**src/shared/bml_pkg.sv**
```systemverilog
// Constants and types for the boot-time mode serial loader
package bml_pkg;
  // ==========================================================
  // Serial clock and stream
  localparam int SCLK_DIV = 256;
  localparam int SCLK_HALF = SCLK_DIV / 2;
  localparam logic [6:0] HALF_LAST = 7'(SCLK_HALF - 1);
  localparam int STREAM_BITS = 256;
  localparam logic [8:0] STREAM_LEN = 9'(STREAM_BITS);
  // ==========================================================
  // Mode bit positions
  localparam int ZERO_LO = 15;
  localparam int DRV_HI = 14;
  localparam int DRV_LO = 13;
  localparam int WIDTH_BIT = 12;
  localparam int TMR_BIT = 11;
  localparam int PROTO_HI = 10;
  localparam int PROTO_LO = 9;
  localparam int ENDIAN_BIT = 8;
  localparam int MULT_HI = 7;
  localparam int MULT_LO = 5;
  localparam int WB_HI = 4;
  localparam int WB_LO = 1;
  localparam int RSVD_BIT = 0;
  localparam logic [3:0] MULT_BASE = 4'h2;
  localparam logic [2:0] MULT_RSVD = 3'h7;
  localparam logic [3:0] WB_MAX = 4'h8;
  // Drive strength in percent
  localparam logic [6:0] PCT_100 = 7'h64;
  localparam logic [6:0] PCT_83 = 7'h53;
  localparam logic [6:0] PCT_67 = 7'h43;
  localparam logic [6:0] PCT_50 = 7'h32;
  // ==========================================================
  // Register map (byte addresses)
  localparam int ADDR_W = 6;
  localparam logic [5:0] OFF_CTRL = 6'h00;
  localparam logic [5:0] OFF_STATUS = 6'h04;
  localparam logic [5:0] OFF_CFG = 6'h08;
  localparam int CAP_SEL_BIT = 5;
  localparam logic CTRL_EN_RST = 1'b1;
  // ==========================================================
  // Types
  typedef enum logic [1:0] {
    BML_IDLE = 2'b00,
    BML_LOAD = 2'b01,
    BML_DONE = 2'b10
  } bml_state_e;
  typedef enum logic [1:0] {
    BML_COMPAT = 2'b00,
    BML_PRSVD = 2'b01,
    BML_PIPE = 2'b10,
    BML_REISSUE = 2'b11
  } bml_proto_e;
endpackage

```
**src/rtl/bml_boot_loader.sv**
```systemverilog
// Boot-time mode serial loader with mode decode and write issue
// Notes on behaviour
// - Serial clock is the system clock divided by 256; bits sampled there.
// - After power good rises, exactly 256 serial mode bits are read.
// - After the load the serial clock keeps toggling; data is ignored.
// - Bits 14:13 pick drive: 10=100, 11=83, 00=67, 01=50 percent.
// - Bit 11 set suppresses the timer interrupt on line five.
// - Bit 12 picks interface width: 0 is 64-bit, 1 is 32-bit.
// - Bits 10:9 pick write protocol: compat, reserved, pipelined, reissue.
// - Bit 8 picks byte order: 0 little endian, 1 big endian.
// - Bits 7:5 give clock multiplier value plus two; 7 is reserved.
// - Bits 4:1 pick writeback pattern; values 9 to 15 are reserved.
// - Compat issues on ready now; pipelined/reissue need ready two cycles ago and now; else reissue/extra.
// - Core clock multiplier comes from the factor captured at boot.
//
// Added by the designer: the Avalon-MM interface to the registers and the register addresses.
module bml_boot_loader (
  input wire logic clk_sys,
  input wire logic rst_n,
  input wire logic power_good,
  input wire logic mode_sdata,
  output logic mode_sclk,
  input wire logic timer_irq,
  input wire logic write_accept_ready_n,
  input wire logic wr_pending,
  output logic wr_issue,
  output logic wr_reissue,
  output logic load_done,
  output logic [6:0] drive_pct,
  output logic width32,
  output logic big_endian,
  output logic [1:0] wr_proto,
  output logic [3:0] clk_mult,
  output logic [3:0] wb_pattern,
  output logic cfg_error,
  output logic timer_int5,
  input wire logic [bml_pkg::ADDR_W-1:0] avs_address,
  input wire logic avs_read,
  input wire logic avs_write,
  input wire logic [31:0] avs_writedata,
  input wire logic [3:0] avs_byteenable,
  output logic [31:0] avs_readdata,
  output logic avs_waitrequest
);
  import bml_pkg::*;

  function automatic logic [6:0] bml_drive_pct(input logic [1:0] code);
    case (code)
      2'b10: bml_drive_pct = PCT_100;
      2'b11: bml_drive_pct = PCT_83;
      2'b00: bml_drive_pct = PCT_67;
      default: bml_drive_pct = PCT_50;
    endcase
  endfunction

  // ==========================================================
  // Input synchronisers
  logic [1:0] pg_sync_reg;
  logic [1:0] sd_sync_reg;
  logic [1:0] rdy_sync_reg;
  logic pg_s;
  logic sd_s;
  logic ready_s;

  always_ff @(posedge clk_sys or negedge rst_n) begin
    if (!rst_n) begin
      pg_sync_reg <= 2'h0;
      sd_sync_reg <= 2'h0;
      rdy_sync_reg <= 2'h3;
    end else begin
      pg_sync_reg <= {pg_sync_reg[0], power_good};
      sd_sync_reg <= {sd_sync_reg[0], mode_sdata};
      rdy_sync_reg <= {rdy_sync_reg[0], write_accept_ready_n};
    end
  end
  assign pg_s = pg_sync_reg[1];
  assign sd_s = sd_sync_reg[1];
  assign ready_s = !rdy_sync_reg[1];

  // ==========================================================
  // Serial clock divider, free running so the pin never stops
  logic [6:0] half_reg;
  logic sclk_reg;
  logic sclk_rise;

  always_ff @(posedge clk_sys or negedge rst_n) begin
    if (!rst_n) begin
      half_reg <= 7'h00;
      sclk_reg <= 1'b0;
    end else if (half_reg == HALF_LAST) begin
      half_reg <= 7'h00;
      sclk_reg <= !sclk_reg;
    end else begin
      half_reg <= half_reg + 7'h01;
    end
  end
  assign sclk_rise = (half_reg == HALF_LAST) && !sclk_reg;
  assign mode_sclk = sclk_reg;

  // ==========================================================
  // Load sequencer and capture register
  bml_state_e state_reg;
  bml_state_e state_next;
  logic [8:0] bit_cnt_reg;
  logic [255:0] cap_reg;

  always_comb begin
    state_next = state_reg;
    case (state_reg)
      BML_IDLE: begin
        if (pg_s) begin
          state_next = BML_LOAD;
        end
      end
      BML_LOAD: begin
        if (sclk_rise && bit_cnt_reg == STREAM_LEN - 9'h001) begin
          state_next = BML_DONE;
        end
      end
      BML_DONE: state_next = BML_DONE;
      default: state_next = BML_IDLE;
    endcase
  end

  always_ff @(posedge clk_sys or negedge rst_n) begin
    if (!rst_n) begin
      state_reg <= BML_IDLE;
    end else begin
      state_reg <= state_next;
    end
  end

  // Bit 0 arrives first, so shifting in at the top lands it at index 0
  always_ff @(posedge clk_sys or negedge rst_n) begin
    if (!rst_n) begin
      cap_reg <= '0;
      bit_cnt_reg <= 9'h000;
    end else if (state_reg == BML_LOAD && sclk_rise) begin
      cap_reg <= {sd_s, cap_reg[255:1]};
      bit_cnt_reg <= bit_cnt_reg + 9'h001;
    end
  end

  // ==========================================================
  // Decoded settings, frozen once loaded
  logic load_done_reg;
  logic [6:0] drive_pct_reg;
  logic width32_reg;
  logic tmr_dis_reg;
  logic big_endian_reg;
  bml_proto_e proto_reg;
  logic [3:0] clk_mult_reg;
  logic [3:0] wb_pattern_reg;
  logic cfg_error_reg;

  always_ff @(posedge clk_sys or negedge rst_n) begin
    if (!rst_n) begin
      load_done_reg <= 1'b0;
      drive_pct_reg <= 7'h00;
      width32_reg <= 1'b0;
      tmr_dis_reg <= 1'b0;
      big_endian_reg <= 1'b0;
      proto_reg <= BML_COMPAT;
      clk_mult_reg <= 4'h0;
      wb_pattern_reg <= 4'h0;
      cfg_error_reg <= 1'b0;
    end else if (state_reg == BML_DONE && !load_done_reg) begin
      load_done_reg <= 1'b1;
      drive_pct_reg <= bml_drive_pct(cap_reg[DRV_HI:DRV_LO]);
      width32_reg <= cap_reg[WIDTH_BIT];
      tmr_dis_reg <= cap_reg[TMR_BIT];
      big_endian_reg <= cap_reg[ENDIAN_BIT];
      proto_reg <= bml_proto_e'(cap_reg[PROTO_HI:PROTO_LO]);
      clk_mult_reg <= {1'b0, cap_reg[MULT_HI:MULT_LO]} + MULT_BASE;
      wb_pattern_reg <= cap_reg[WB_HI:WB_LO];
      // Reserved codes are still applied; software sees the flag
      cfg_error_reg <= (|cap_reg[255:ZERO_LO]) | cap_reg[RSVD_BIT]
        | (cap_reg[PROTO_HI:PROTO_LO] == BML_PRSVD)
        | (cap_reg[MULT_HI:MULT_LO] == MULT_RSVD)
        | (cap_reg[WB_HI:WB_LO] > WB_MAX);
    end
  end

  assign load_done = load_done_reg;
  assign drive_pct = drive_pct_reg;
  assign width32 = width32_reg;
  assign big_endian = big_endian_reg;
  assign wr_proto = proto_reg;
  assign clk_mult = clk_mult_reg;
  assign wb_pattern = wb_pattern_reg;
  assign cfg_error = cfg_error_reg;

  // ==========================================================
  // Timer interrupt gate
  logic timer_int5_reg;

  always_ff @(posedge clk_sys or negedge rst_n) begin
    if (!rst_n) begin
      timer_int5_reg <= 1'b0;
    end else begin
      timer_int5_reg <= load_done_reg && !tmr_dis_reg && timer_irq;
    end
  end
  assign timer_int5 = timer_int5_reg;

  // ==========================================================
  // Write issue engine
  logic ctrl_en_reg;
  logic [1:0] rdy_hist_reg;
  logic gap_reg;
  logic extra_reg;
  logic wr_issue_reg;
  logic wr_reissue_reg;
  logic eng_on;
  logic issue_ok;
  logic go;
  logic reissue_c;

  assign eng_on = load_done_reg && ctrl_en_reg && wr_pending && !gap_reg;
  always_comb begin
    case (proto_reg)
      BML_COMPAT: issue_ok = ready_s;
      BML_PIPE: issue_ok = (ready_s && rdy_hist_reg[1])
        || (extra_reg && !ready_s);
      BML_REISSUE: issue_ok = ready_s && rdy_hist_reg[1];
      default: issue_ok = 1'b0;
    endcase
  end
  assign go = eng_on && issue_ok;
  assign reissue_c = eng_on && proto_reg == BML_REISSUE
    && rdy_hist_reg[1] && !ready_s;

  // Gap keeps the two-cycle repeat rate
  always_ff @(posedge clk_sys or negedge rst_n) begin
    if (!rst_n) begin
      rdy_hist_reg <= 2'h0;
      gap_reg <= 1'b0;
      extra_reg <= 1'b0;
      wr_issue_reg <= 1'b0;
      wr_reissue_reg <= 1'b0;
    end else begin
      rdy_hist_reg <= {rdy_hist_reg[0], ready_s};
      gap_reg <= go || reissue_c;
      if (go) begin
        extra_reg <= (proto_reg == BML_PIPE) && ready_s;
      end
      wr_issue_reg <= go;
      wr_reissue_reg <= reissue_c;
    end
  end
  assign wr_issue = wr_issue_reg;
  assign wr_reissue = wr_reissue_reg;

  // ==========================================================
  // Avalon-MM slave, one wait state per access
  logic wait_reg;
  logic [31:0] rdata_reg;
  logic [31:0] rd_word;

  always_comb begin
    rd_word = 32'h0000_0000;
    if (avs_address[CAP_SEL_BIT]) begin
      rd_word = cap_reg[{avs_address[4:2], 5'h00} +: 32];
    end else if (avs_address == OFF_CTRL) begin
      rd_word = {31'h0000_0000, ctrl_en_reg};
    end else if (avs_address == OFF_STATUS) begin
      rd_word = {7'h00, bit_cnt_reg, 12'h000, state_reg, cfg_error_reg,
                 load_done_reg};
    end else if (avs_address == OFF_CFG) begin
      rd_word = {drive_pct_reg, 9'h000, clk_mult_reg, wb_pattern_reg,
                 proto_reg, tmr_dis_reg, big_endian_reg, width32_reg, 3'h0};
    end
  end

  always_ff @(posedge clk_sys or negedge rst_n) begin
    if (!rst_n) begin
      wait_reg <= 1'b1;
      rdata_reg <= 32'h0000_0000;
    end else begin
      wait_reg <= !((avs_read || avs_write) && wait_reg);
      if (avs_read && wait_reg) begin
        rdata_reg <= rd_word;
      end
    end
  end

  always_ff @(posedge clk_sys or negedge rst_n) begin
    if (!rst_n) begin
      ctrl_en_reg <= CTRL_EN_RST;
    end else if (avs_write && !wait_reg && avs_address == OFF_CTRL
                 && avs_byteenable[0]) begin
      ctrl_en_reg <= avs_writedata[0];
    end
  end
  assign avs_readdata = rdata_reg;
  assign avs_waitrequest = wait_reg;
endmodule // bml_boot_loader

```
**config.mk**
```make
export PLATFORM = sky130hd
export DESIGN_NAME = bml_boot_loader
export DESIGN_NICKNAME = d
export VERILOG_FILES = /design/src/shared/bml_pkg.sv /design/src/rtl/bml_boot_loader.sv
export SDC_FILE = /design/constraint.sdc
export NUM_CORES = 1
export LEC_CHECK = 0
export ABC_AREA = 0
export BUFFER_PORTS_ARGS = -buffer_cell sky130_fd_sc_hd__buf_4
export CORE_UTILIZATION = 42
export DETAILED_ROUTE_END_ITERATION = 8
export MAX_ROUTING_LAYER = met4
export SLEW_MARGIN = 20
export SYNTH_ARGS = -nofsm -noshare
export SYNTH_HDL_FRONTEND = slang
export SYNTH_SLANG_ARGS = --single-unit
```
**constraint.sdc**
```tcl
create_clock -name clk_sys -period 2.1 [get_ports clk_sys]
set_input_delay 0.105 -clock clk_sys [delete_from_list [all_inputs] [get_ports clk_sys]]
set_output_delay 0.105 -clock clk_sys [all_outputs]
set_load 0.02 [all_outputs]
```
==> results, run 1 <==
- The run finished with clean final reports.
- The type of the most critical hold path is in2async.
- At the end of routability-driven placement, the weighted congestion stood at 0.863.
- Cells fill 50.9% of the core in the end.
- The synthesized instance count is 1600.
- The met2 global-route usage is 33.1%.
- The number of antenna diodes in the final layout is 0.
- The floorplan step defined a core boundary enclosing 36600 sq um.
- Counting distinct cell types in the post-synthesis netlist gives 44.
- The count of maximum capacitance violations is 0.
- Compared with the post-synthesis result, the final layout area differs by 19.2%.
- The total vias in the final route is 11900.
- The share of layout cells above drive strength 1 is 19.3%.
- The clock passes through at most 3 buffers.
- The sort of element at the start of the critical path is a flip-flop.
- When the netlist entered floorplanning its net count stood at 1662.
- The first detailed-routing pass took 5 iterations.
- The clock net in this run drives a total of 343 sinks.
- The number of antenna violations at the first check in global routing is 0.
- The average instance in the mapped netlist occupies 9.77 sq um.
- Global routing used 3.19% of the available met3 tracks.
- The routed wire length is 40.7 mm.
- The layer flagged by global routing as most heavily used is met1.
- The standard-cell row count is 70.
- The register with the most flip-flops in the layout has 256 of them.
- Clock tree synthesis selected as its root buffer the cell clkbuf_16.
- The worst setup path is of the reg2reg kind.
- The first global-routing pass estimated 66.5 mm of wire.
- The final critical path takes up 96.7% of the cycle.
- Clock skew on the completed layout was measured at 0.0126 ns.
- The floorplan step defined a die boundary enclosing 38000 sq um.
- Setup violations remaining at the end of the flow were counted as 0.
- After detailed placement, the total cell area comes to 17100 sq um.
- The clock edge transition at the registers on the reported setup and hold paths is 0.06 ns.
- Once detail routing completed, the nets flagged for antenna violations numbered 0.
- After detailed routing, the number of remaining DRC violations is 0.
- The endpoint class of the critical path is a flip-flop.
- In this run the count of I/O pins placed on the die edge is 109.
- The pin slew with the least headroom to its limit is 0.708 ns.
- The hold violation count in the final report is 0.
- The cell area after synthesis is 15600 sq um.
- The H-tree level count is 2.
- Counting I/O delays and the setup requirement, the final critical path takes 2.03 ns.
- The initial core utilization is 42.7%.
- The die is 195 microns tall.
- The yosys synthesis warning count is 0.
- TritonCTS built the clock tree.
- The critical register-to-register path startpoint is half_reg[0].
- The overall global routing resource usage is 22.8%.
- The synthesized flop and latch total is 343.
- The half-perimeter wire length after detailed placement is 26.4 mm.
- The max-slew violation count was 0.
- The finished cells cover 18600 sq um.
- The peak supply drop is 0.000456 V.
- For this run, the register share of the synthesized area comes to 54.9%.
- For this run, the leading register cell type out of synthesis is dfrtp_1.
- Port buffering added 73 buffers.
- The via count of the first global-routing pass was 11900.
- Dividing the detail-routed wire length by the instance count gives 18.6 microns.
- The first-iteration detailed-routing DRC count is 1027.
- After global routing the overflow that remains totals 0.
- The leakage power total is 9.59 nW.
- The data arrival time of the critical path is 2.45 ns.
- In the routed layout, each cell is associated on average with a via count of 5.41.
- The timing-limited maximum frequency is 0.492 GHz.
- The maximum fanout count along the critical path is 146.
- TritonCTS created 39 clock buffers.
- The die is 195 microns wide.
- The critical path starts at half_reg[0].
- In the final design database the tool counted 1761 nets.
- Hold is met by 0.0662 ns.
- Power spread over the standard cell area amounts to 823 nW/um^2.
- STA puts the critical path data required time at 2.51 ns.
- Setup repair after global routing left no endpoint under its margin.
- Clock latency on the worst-skew pair, taken at its later pin, is 0.53 ns.
- The number of flops mapped to enable cells by yosys is 0.
- Headroom to the max-slew limit came out at 52.8%.
- The async set-or-reset flop fraction in the synthesized netlist is 100%.
- Entering global routing, the biggest net connects 147 pins.
- Global routing consumed, on the met1 layer, 33.6% of the routing resources.
- For the final routed database, the setup TNS stands at 0 ns.
## repair_timing
action                                 CTS  global route
gates resized for setup                  1             4
setup buffers                            0             1
endpoints found under the hold margin  345             0
pin swaps                                0             1
setup endpoints to repair                1            25
hold buffers                             9             0
## synthesized netlist by cell type, drive strengths merged, types with 2 or more instances
cell type | count | area [sq um]
a21oi | 32 | 160
dfstp | 4 | 105
or2 | 2 | 12.5
ha | 11 | 138
mux2 | 46 | 518
inv | 13 | 48.8
a31oi | 3 | 18.8
buf | 48 | 262
o31ai | 2 | 15.0
nor4 | 62 | 388
nand3 | 7 | 40.0
nand4 | 20 | 125
dfrtp | 339 | 8480
nand2 | 773 | 2900
xor2 | 3 | 26.3
nor2 | 40 | 150
mux4 | 64 | 1440
o21ai | 15 | 75.1
nor3b | 2 | 31.3
and3 | 5 | 31.3
xnor2 | 10 | 87.6
or4 | 3 | 26.3
a222oi | 2 | 20.0
a22oi | 29 | 218
nor2b | 5 | 31.3
nor3 | 4 | 31.3
clkbuf | 46 | 173
## final cells by class
type	instances	area, sq um
Fill cell	3295	18000
Sequential cell	343	8590
Multi-Input combinational cell	1150	6610
Timing Repair Buffer	152	1430
Clock buffer	60	1220
Tap cell	468	586
Clock inverter	8	146
Inverter	13	48.8
## metrics by stage
step / std cells / power [W] / worst slack, ns
after detailed placement: 2116 / 0.00825 / 0.00174
after global routing: 2194 / 0.0159 / 0.0118
after global placement: 2116 / 0.00822 / -0.00581
after floorplan: 1600 / 0.00761 / 0.193
after CTS: 2193 / 0.0155 / 0.0544
final: 2194 / 0.0153 / 0.0683
## worst paths after layout
| check | end | slack (ns) | depth (start not counted) |
|---|---|---|---|
| min in group clk_sys | wr_issue | 0.07 | 3 |
| max in group asynchronous | rdy_sync_reg[0] | 1.26 | 3 |
| max | cap_reg[43] | 0.07 | 8 |
| min reg2reg | sd_sync_reg[1] | 0.35 | 0 |
| min | half_reg[0] | 0.07 | 2 |
| max reg2reg | cap_reg[43] | 0.07 | 8 |
## worst max-delay path, stage by stage (launching register included)
cell	delay (ns)
dfrtp_1	0.38
ha_1	0.22
nand3_2	0.14
nor3_4	0.22
buf_4	0.18
nand3_4	0.11
buf_12	0.26
nand2_1	0.18
nand2_1	0.08
## report_power, final
group / total (W) / internal (W) / leakage (nW) / switching [W]
sequential: 0.00696 / 0.00680 / 4.67 / 0.000164
combinational: 0.00117 / 0.000471 / 4.25 / 0.000694
clock: 0.00720 / 0.00447 / 0.668 / 0.00273
total: 0.0153 / 0.0117 / 9.59 / 0.00359
## placed cells by master, fill, tap and decap left out, types with 4 or more instances in the layout
cell             n
nand2_1        773
dfrtp_1        339
buf_4          121
mux4_2          64
nor4_1          58
mux2_2          46
clkbuf_16       41
nor2_1          40
a21oi_1         32
a22oi_1         29
buf_12          21
nand4_1         20
o21ai_0         15
inv_1           13
clkbuf_8        12
ha_1            11
xnor2_1         10
dlygate4sd3_1    9
clkbuf_1         7
nand3_1          5
nor2b_1          5
and3_1           4
nor4_2           4
dfstp_2          4
bufinv_16        4
## cells by family (layout without fill, tap and decap cells)
logic type,count (synthesis),in the layout,synth area share (%)
AOI/OAI and AO/OA,87,87,3.44
xor gates and xnor gates,13,13,0.728
buffers and inverters,107,233,3.09
adders and majority gates,11,11,0.880
other,1,1,0.0240
and+or+nand+nor,927,927,24.3
DFF,343,343,54.9
muxes,111,111,12.6
## per-layer routing
metal / up-vias / routed length [microns]
li1: 5562 / -
met1: 5954 / 19600
met2: 296 / 18400
met3: 60 / 1900
met4: 0 / 784
met5: - / 0
Power figures use the tool's default switching activity.
==> run 2, diff against run 1 <==
- CORE_UTILIZATION: 42 -> 30
==> run 2 against run 1 <==
  * Combinational power about the same
  * Die area rose by 40%
  * Largest cell class unchanged
  * Global-route usage decreased by 6.4 points
  * Register-to-register slack improved by 0.05 ns
  * Cell area shrank 0.13%
==> results, run 2 (same netlist as run 1, synthesis figures left out) <==
- The count of pins on the block boundary is 109.
- The critical path goes through nor4_2 > buf_4 > nand4_1 > or4_1 > nor2_1 > a31oi_1.
- The number of buffers created by CTS is 37.
- Setup repair after global routing left no endpoint under its margin.
- The detailed router placed 11800 vias in this run.
- At the end of routability-driven placement, the weighted congestion stood at 0.869.
- At the worst endpoint, the arrival time is 2.38 ns.
- Entering global routing, the biggest net connects 78 pins.
- The path with the worst hold slack has its endpoint at wr_issue.
- Of all nets on the critical path, the largest fanout is 4.
- The number of buffers on the longest clock path is 3.
- The via count of the first global-routing pass is 11800.
- In the layout the commonest cells are nand2_1 (773), dfrtp_1 (339), buf_4 (107).
- The initial core utilization is 30.4%.
- For the worst setup path, the data required time is 2.50 ns.
- The relative slew slack is 63.3%.
- The critical path in this run is classified as reg2reg.
- The worst hold path was traced through 3 stages.
- The startpoint identified for the worst register-to-register timing path is cap_reg[93].
- 0 antenna diodes ended up in the layout.
- The die span in x is 230 microns.
- The peak supply drop is 0.000421 V.
- The pin slew with the least headroom to its limit is 0.546 ns.
- Together, buffers and inverters on the worst path number 1.
- The analysis attributes to cell leakage a power of 9.44 nW.
- The layout overhead on the synthesized area is 19.0%.
- The H-tree level count is 2.
- For this run the aggregate overflow at the end of global routing stands at 0.
- The number of antenna violations at the first check in global routing is 0.
- The first detailed-routing pass took 5 iterations.
- The via density per instance is 4.93.
- The post-layout total power is 0.0146 W.
- The worst setup path is captured at a flip-flop.
- The maximum clock skew at final layout is 0.0149 ns.
- The final non-filler cell total is 2390.
- The worst-path cell with the longest stage delay is or4_1.
- The number of setup buffers added after CTS is 0.
- The shortest period the worst path allows is 1.98 ns.
- The detailed router finished its first iteration with 1104 violations.
- The DRC violation count after routing is 0.
- The floorplan step defined a die boundary enclosing 53000 sq um.
- The net count of the finished layout is 1744.
- Once placement completed, the tool counted placed cells totaling 2314.
- In this run the critical register-to-register path is captured at cfg_error.
- The clock reaches the later pin of the worst-skew pair after 0.53 ns.
- For the final routed database, the setup TNS stands at 0 ns.
- The worst hold path begins at wr_pending.
- The type of the most critical hold path is in2reg.
- The first global-routing pass estimated 67.4 mm of wire.
- The hold violation count in the final report is 0.
- The count of maximum capacitance violations is 0.
- Counting every sink on the clock net gives 343.
- The max-slew violation count is 0.
- STA classifies the critical path startpoint as a flip-flop.
- The floorplan has 83 rows.
- The root buffer cell is clkbuf_16.
- Across all register-to-register paths, the minimum setup slack is 0.12 ns.
- The number of routed nets with antenna violations is 0.
- For this block, the routed nets add up to 41.3 mm of wire.
- The depth of the most critical reg-to-reg path is 6.
- The die is 230 microns tall.
- In this run the standard cell core region covers 51400 sq um.
- The flow ran to the end, and the final reports show no timing, DRC or antenna violations.
- Derived from the worst setup path, the maximum achievable clock frequency is 0.504 GHz.
- Of the available clock period, the critical path in the final layout requires 94.4%.
- The number of setup violations in the final report is 0.
- Dividing total power by cell area gives a power density of 787 nW/um^2.
- The worst-case setup margin in the final layout is 0.117 ns.
- The clock edge transition at the registers on the reported setup and hold paths is 0.06 ns.
- The count of port buffers added during placement is 73.
- The half-perimeter wire length after detailed placement is 27.8 mm.
- TritonCTS built the clock tree.
- The routed wire length per instance is 17.3 microns.
- Leaving out fill and tap cells, the most frequent cell in the layout is nand2_1.
- In the final layout, the share of cells above drive strength 1 is 18.2%.
- The post-placement worst setup slack is 0.0442 ns.
- Grouping stages by cell kind, the critical path spends the most delay in simple AND/OR/NAND/NOR gates.
- In the global route stage, overall resource usage came out at 16.4%.
- The number of flip-flops under the largest register name is 256.
- On the worst path, the slowest cell contributes a delay of 0.60 ns.
## run 2: changes by cell type in the layout (fill, tap and decap cells not counted), moves of 2 or more
cell       change
buf_4         -14
clkbuf_1       +4
bufinv_16      -3
clkbuf_8       -3
clkbuf_16      -2
clkinv_2       +2
nor4_1         +2
nor4_2         -2
## run 2: repair_timing
| item | 4_1_cts | 5_1_grt |
|---|---|---|
| endpoints found under the hold margin | 345 | 0 |
| hold buffers | 9 | 0 |
| gates resized for setup | 0 | 3 |
| endpoints found under the setup margin | 0 | 21 |
## run 2: per-stage QoR
stage               hold WS [ns]  area (sq um)  util, %
floorplan                 -0.191         15600        -
global placement          0.0387         17300     33.6
detailed placement        0.0380         17300     33.6
CTS                       0.0709         18600     36.2
global route              0.0872         18600     36.2
finish                    0.0798         18600     36.2
## run 2: worst reg2reg max path: stages, from the launching register on
cell	delay, ns
dfrtp_1	0.43
nor4_2	0.27
buf_4	0.15
nand4_1	0.09
or4_1	0.60
nor2_1	0.19
a31oi_1	0.12
## run 2: power breakdown
group	switching (W)	internal, W	leakage (nW)	total (W)
Clock	0.00267	0.00386	0.597	0.00653
Sequential	0.000156	0.00680	4.67	0.00696
Combinational	0.000701	0.000465	4.17	0.00117
## run 2: layer usage
layer	GRT usage, %	vias to the layer above	share of wire, %
met4	5.26	0	2.8
met3	2.47	61	5.4
li1	-	5521	-
met1	22.8	5917	46
met2	24.5	287	45
met5	-	-	0
## run 2: worst max-delay path by stage
stage | from | endpoint | slack, ns | cells past startpoint
4_1_cts | cap_reg[93] | cfg_error | 0.03 | 6
2_1_floorplan | half_reg[0] | bit_cnt_reg[7] | 0.19 | 9
3_5_place_dp | cap_reg[93] | cfg_error | 0.04 | 6
5_1_grt | bit_cnt_reg[4] | state_reg[1] | 0.01 | 7
3_3_place_gp | cap_reg[93] | cfg_error | 0.09 | 6
6_report | cap_reg[93] | cfg_error | 0.12 | 6
## run 2: layout make-up
cell class                 instances  area (sq um)
clock buffer                      59          1140
clock inverter                     8          75.1
fill                            5117         32800
inverter                          13          48.8
multi-input combinational       1150          6600
sequential                       343          8590
tap                              680           851
timing repair buffer             137          1310
==> run 3, diff against run 2 <==
- CTS_BUF_LIST: unset -> sky130_fd_sc_hd__clkbuf_4 sky130_fd_sc_hd__clkbuf_8
==> run 3 against run 2 <==
  * First-iteration DRC count decreased by 7.1%
  * Cell count increased by 1.5%
  * Worst setup slack got worse by 0.0084 ns
  * Maximum frequency decreased by 0.42%
  * Utilization increased by 0.15 points
  * Non-clock buffer count increased by 2
  * Wire length increased by 1.2%
  * Die area unchanged
  * Hold slack improved by 0.038 ns
  * Largest cell class unchanged
==> results, run 3 (same netlist as run 1, synthesis figures left out) <==
- The final non-filler cell total is 2427.
- The via density per instance is 4.93.
- The H-tree was split into 2 levels.
- The flow ran to the end, and the final reports show no timing, DRC or antenna violations.
- The routed layout has 12000 vias.
- The net total in the final layout is 1765.
- In the routed design, unresolved DRC markers number 0.
- The post-route netlist has 20.5% of its cells at a drive strength greater than 1.
- The layout overhead on the synthesized area is 19.5%.
- Summed over all cells, the static leakage comes to 9.52 nW.
- At the worst endpoint, the required time is 2.65 ns.
- The full die area is 53000 sq um.
- The clock arrives with 0.0276 ns of skew.
- The largest single stage delay on the critical path is 0.39 ns.
- TritonCTS built the clock tree.
- The clock sink total is 343.
- In this run the tightest slew margin relative to its limit is 62.5%.
- Once detail routing completed, the nets flagged for antenna violations numbered 0.
- After floorplanning, the core was divided into 83 placement rows.
- Power comes to 0.0145 W.
- Across the run, the number of max-cap violations was 0.
- Once the clock tree was built, the setup fixing pass inserted 0 buffers.
- The kind of cell with the highest combined delay along the critical path is simple AND/OR/NAND/NOR gates.
- The count of pins on the block boundary is 109.
- The initial utilization of the core area, before any placement, comes to 30.4%.
- The worst setup path is captured at a flip-flop.
- In the layout the commonest cells are nand2_1 (773), dfrtp_1 (339), buf_4 (107).
- Routability-driven placement finished with a final weighted congestion of 0.869.
- The number of antenna violations at the first check in global routing came to 1.
- Counting the fill cells in the layout gives 5113.
- The post-placement worst setup slack is 0.0442 ns.
- The number of setup violations in the final report is 0.
- The number of instances in the placed design is 2314.
- Entering global routing, the biggest net connects 78 pins.
- The max-slew violation count was 0.
- The number of clock buffers added by TritonCTS is 56.
- Dividing the detail-routed wire length by the instance count gives 17.2 microns.
- The type of the worst setup path is reg2reg.
- After legalization and detailed placement, the total HPWL measured 27.8 mm.
- The library cell used most frequently in the layout, excluding fill and tap cells, is nand2_1.
- The number of optimization iterations in the first detailed-route pass is 5.
- Counting stages on the worst path, the most repeated cell is nand2_1.
- The first global-routing pass estimated 68.1 mm of wire.
- The clock edge transition at the registers on the reported setup and hold paths is 0.06 ns.
- For this block, the routed nets add up to 41.8 mm of wire.
- After the first detailed-routing iteration, the DRC count stood at 1026.
- For this design, the slowest cell found on the critical path is dfrtp_1.
- The root buffer cell is clkbuf_8.
- The critical path contains buffers and inverters numbering 2 combined.
- At the pin with the least slew margin, the transition time is 0.558 ns.
- The sort of element at the start of the critical path is a flip-flop.
- The worst hold path belongs to the class in2reg.
- The count of buffers added on input and output ports is 73.
- For this run, the total global-route usage over all layers was measured as 16.6%.
- The timing-limited maximum frequency is 0.502 GHz.
- Setup repair after global routing left no endpoint under its margin.
- The share of the cycle needed by the critical path after routing is 94.8%.
- In the final layout, the multi-input gates occupy 6600 sq um.
- Setup total negative slack on the finished layout was measured at 0 ns.
- VDD sags by at most 0.000384 V.
- The maximum fanout count along the critical path is 32.
- For this run the aggregate overflow at the end of global routing stands at 0.
- Once layout is complete, the utilization of the core stands at 36.3%.
- The via count of the first global-routing pass is 12000.
- The core outline area is 51400 sq um.
- The worst-case setup margin in the final layout is 0.108 ns.
- The number of buffers on the longest clock path is 3.
- The die span in x is 230 microns.
- The register with the most flip-flops in the layout has 256 of them.
- STA puts the critical path data arrival time at 2.54 ns.
- The clock latency reported for the late side of the worst-skew pair is 0.62 ns.
- The sequential cell area in the final layout is 8590 sq um.
- The cell area power density is 775 nW/um^2.
- In this run the vertical extent of the chip is 230 microns.
- The hold violation count in the final report is 0.
- Traced cell by cell, the critical path runs through ha_1 > nand3_2 > nor3_4 > and3_4 > buf_12 > buf_4 > nand2_1 > nand2_1.
- The shortest period the worst path allows is 1.99 ns.
-- run 3: cell count changes in the layout (fill, tap and decap cells not counted), sizes merged --
| cell | before | now |
|---|---|---|
| buf | 128 | 129 |
| bufinv | 1 | 0 |
| diode | 0 | 1 |
| dlygate4sd3 | 9 | 10 |
| clkbuf | 59 | 94 |
-- run 3: final timing paths --
path                            slack, ns                to           start  cells past startpoint
worst max-delay path                 0.11      cap_reg[183]     half_reg[0]                      8
worst min-delay path                 0.12  avs_readdata[28]  avs_address[5]                      4
worst max register to register       0.11      cap_reg[183]     half_reg[0]                      8
worst min register to register       0.35    pg_sync_reg[1]  pg_sync_reg[0]                      0
max in group asynchronous            1.51      cap_reg[209]           rst_n                      3
min in group asynchronous            0.14    bit_cnt_reg[8]           rst_n                      3
-- run 3: area by class of cell --
cell class                 count  share of cell area [%]
tap                          680                    4.55
inverter                      13                   0.261
multi-input combinational   1150                    35.3
clock inverter                 7                   0.221
sequential                   343                    46.0
antenna                        1                  0.0134
clock buffer                  94                    6.49
timing repair buffer         139                    7.17
-- run 3: tightest hold or removal path, delay by kind of cell --
kind	cells	cell delay (ns)
compound gates	1	0.06
simple gates	1	0.12
buf+inv	2	0.40
-- run 3: repair_timing --
item,in CTS,in global routing
resized for setup,0,4
hold buffers,11,0
endpoints found under the hold margin,347,0
endpoints found under the setup margin,0,56
-- run 3: metrics by stage --
stage	hold WS (ns)	cell area (sq um)
after floorplan	-0.191	15600
after CTS	0.0765	18700
after detailed placement	0.0380	17300
after global routing	0.105	18700
final	0.118	18700
after global placement	0.0387	17300
-- run 3: metal layers --
layer  vias to the layer above  GRT usage (%)  wire, microns  share of wire, %
li1                       5569              -              -                 -
met1                      5982           23.0          19300                46
met2                       348           24.6          18800                45
met3                        70           2.75           2470               5.9
met4                         0           5.55           1170               2.8
met5                         -              -              0                 0
-- run 3: power by group --
part,total [W],internal (W),leakage [nW],switching [W]
combinational,0.00117,0.000470,4.18,0.000704
sequential,0.00696,0.00680,4.67,0.000156
clock,0.00635,0.00362,0.666,0.00273
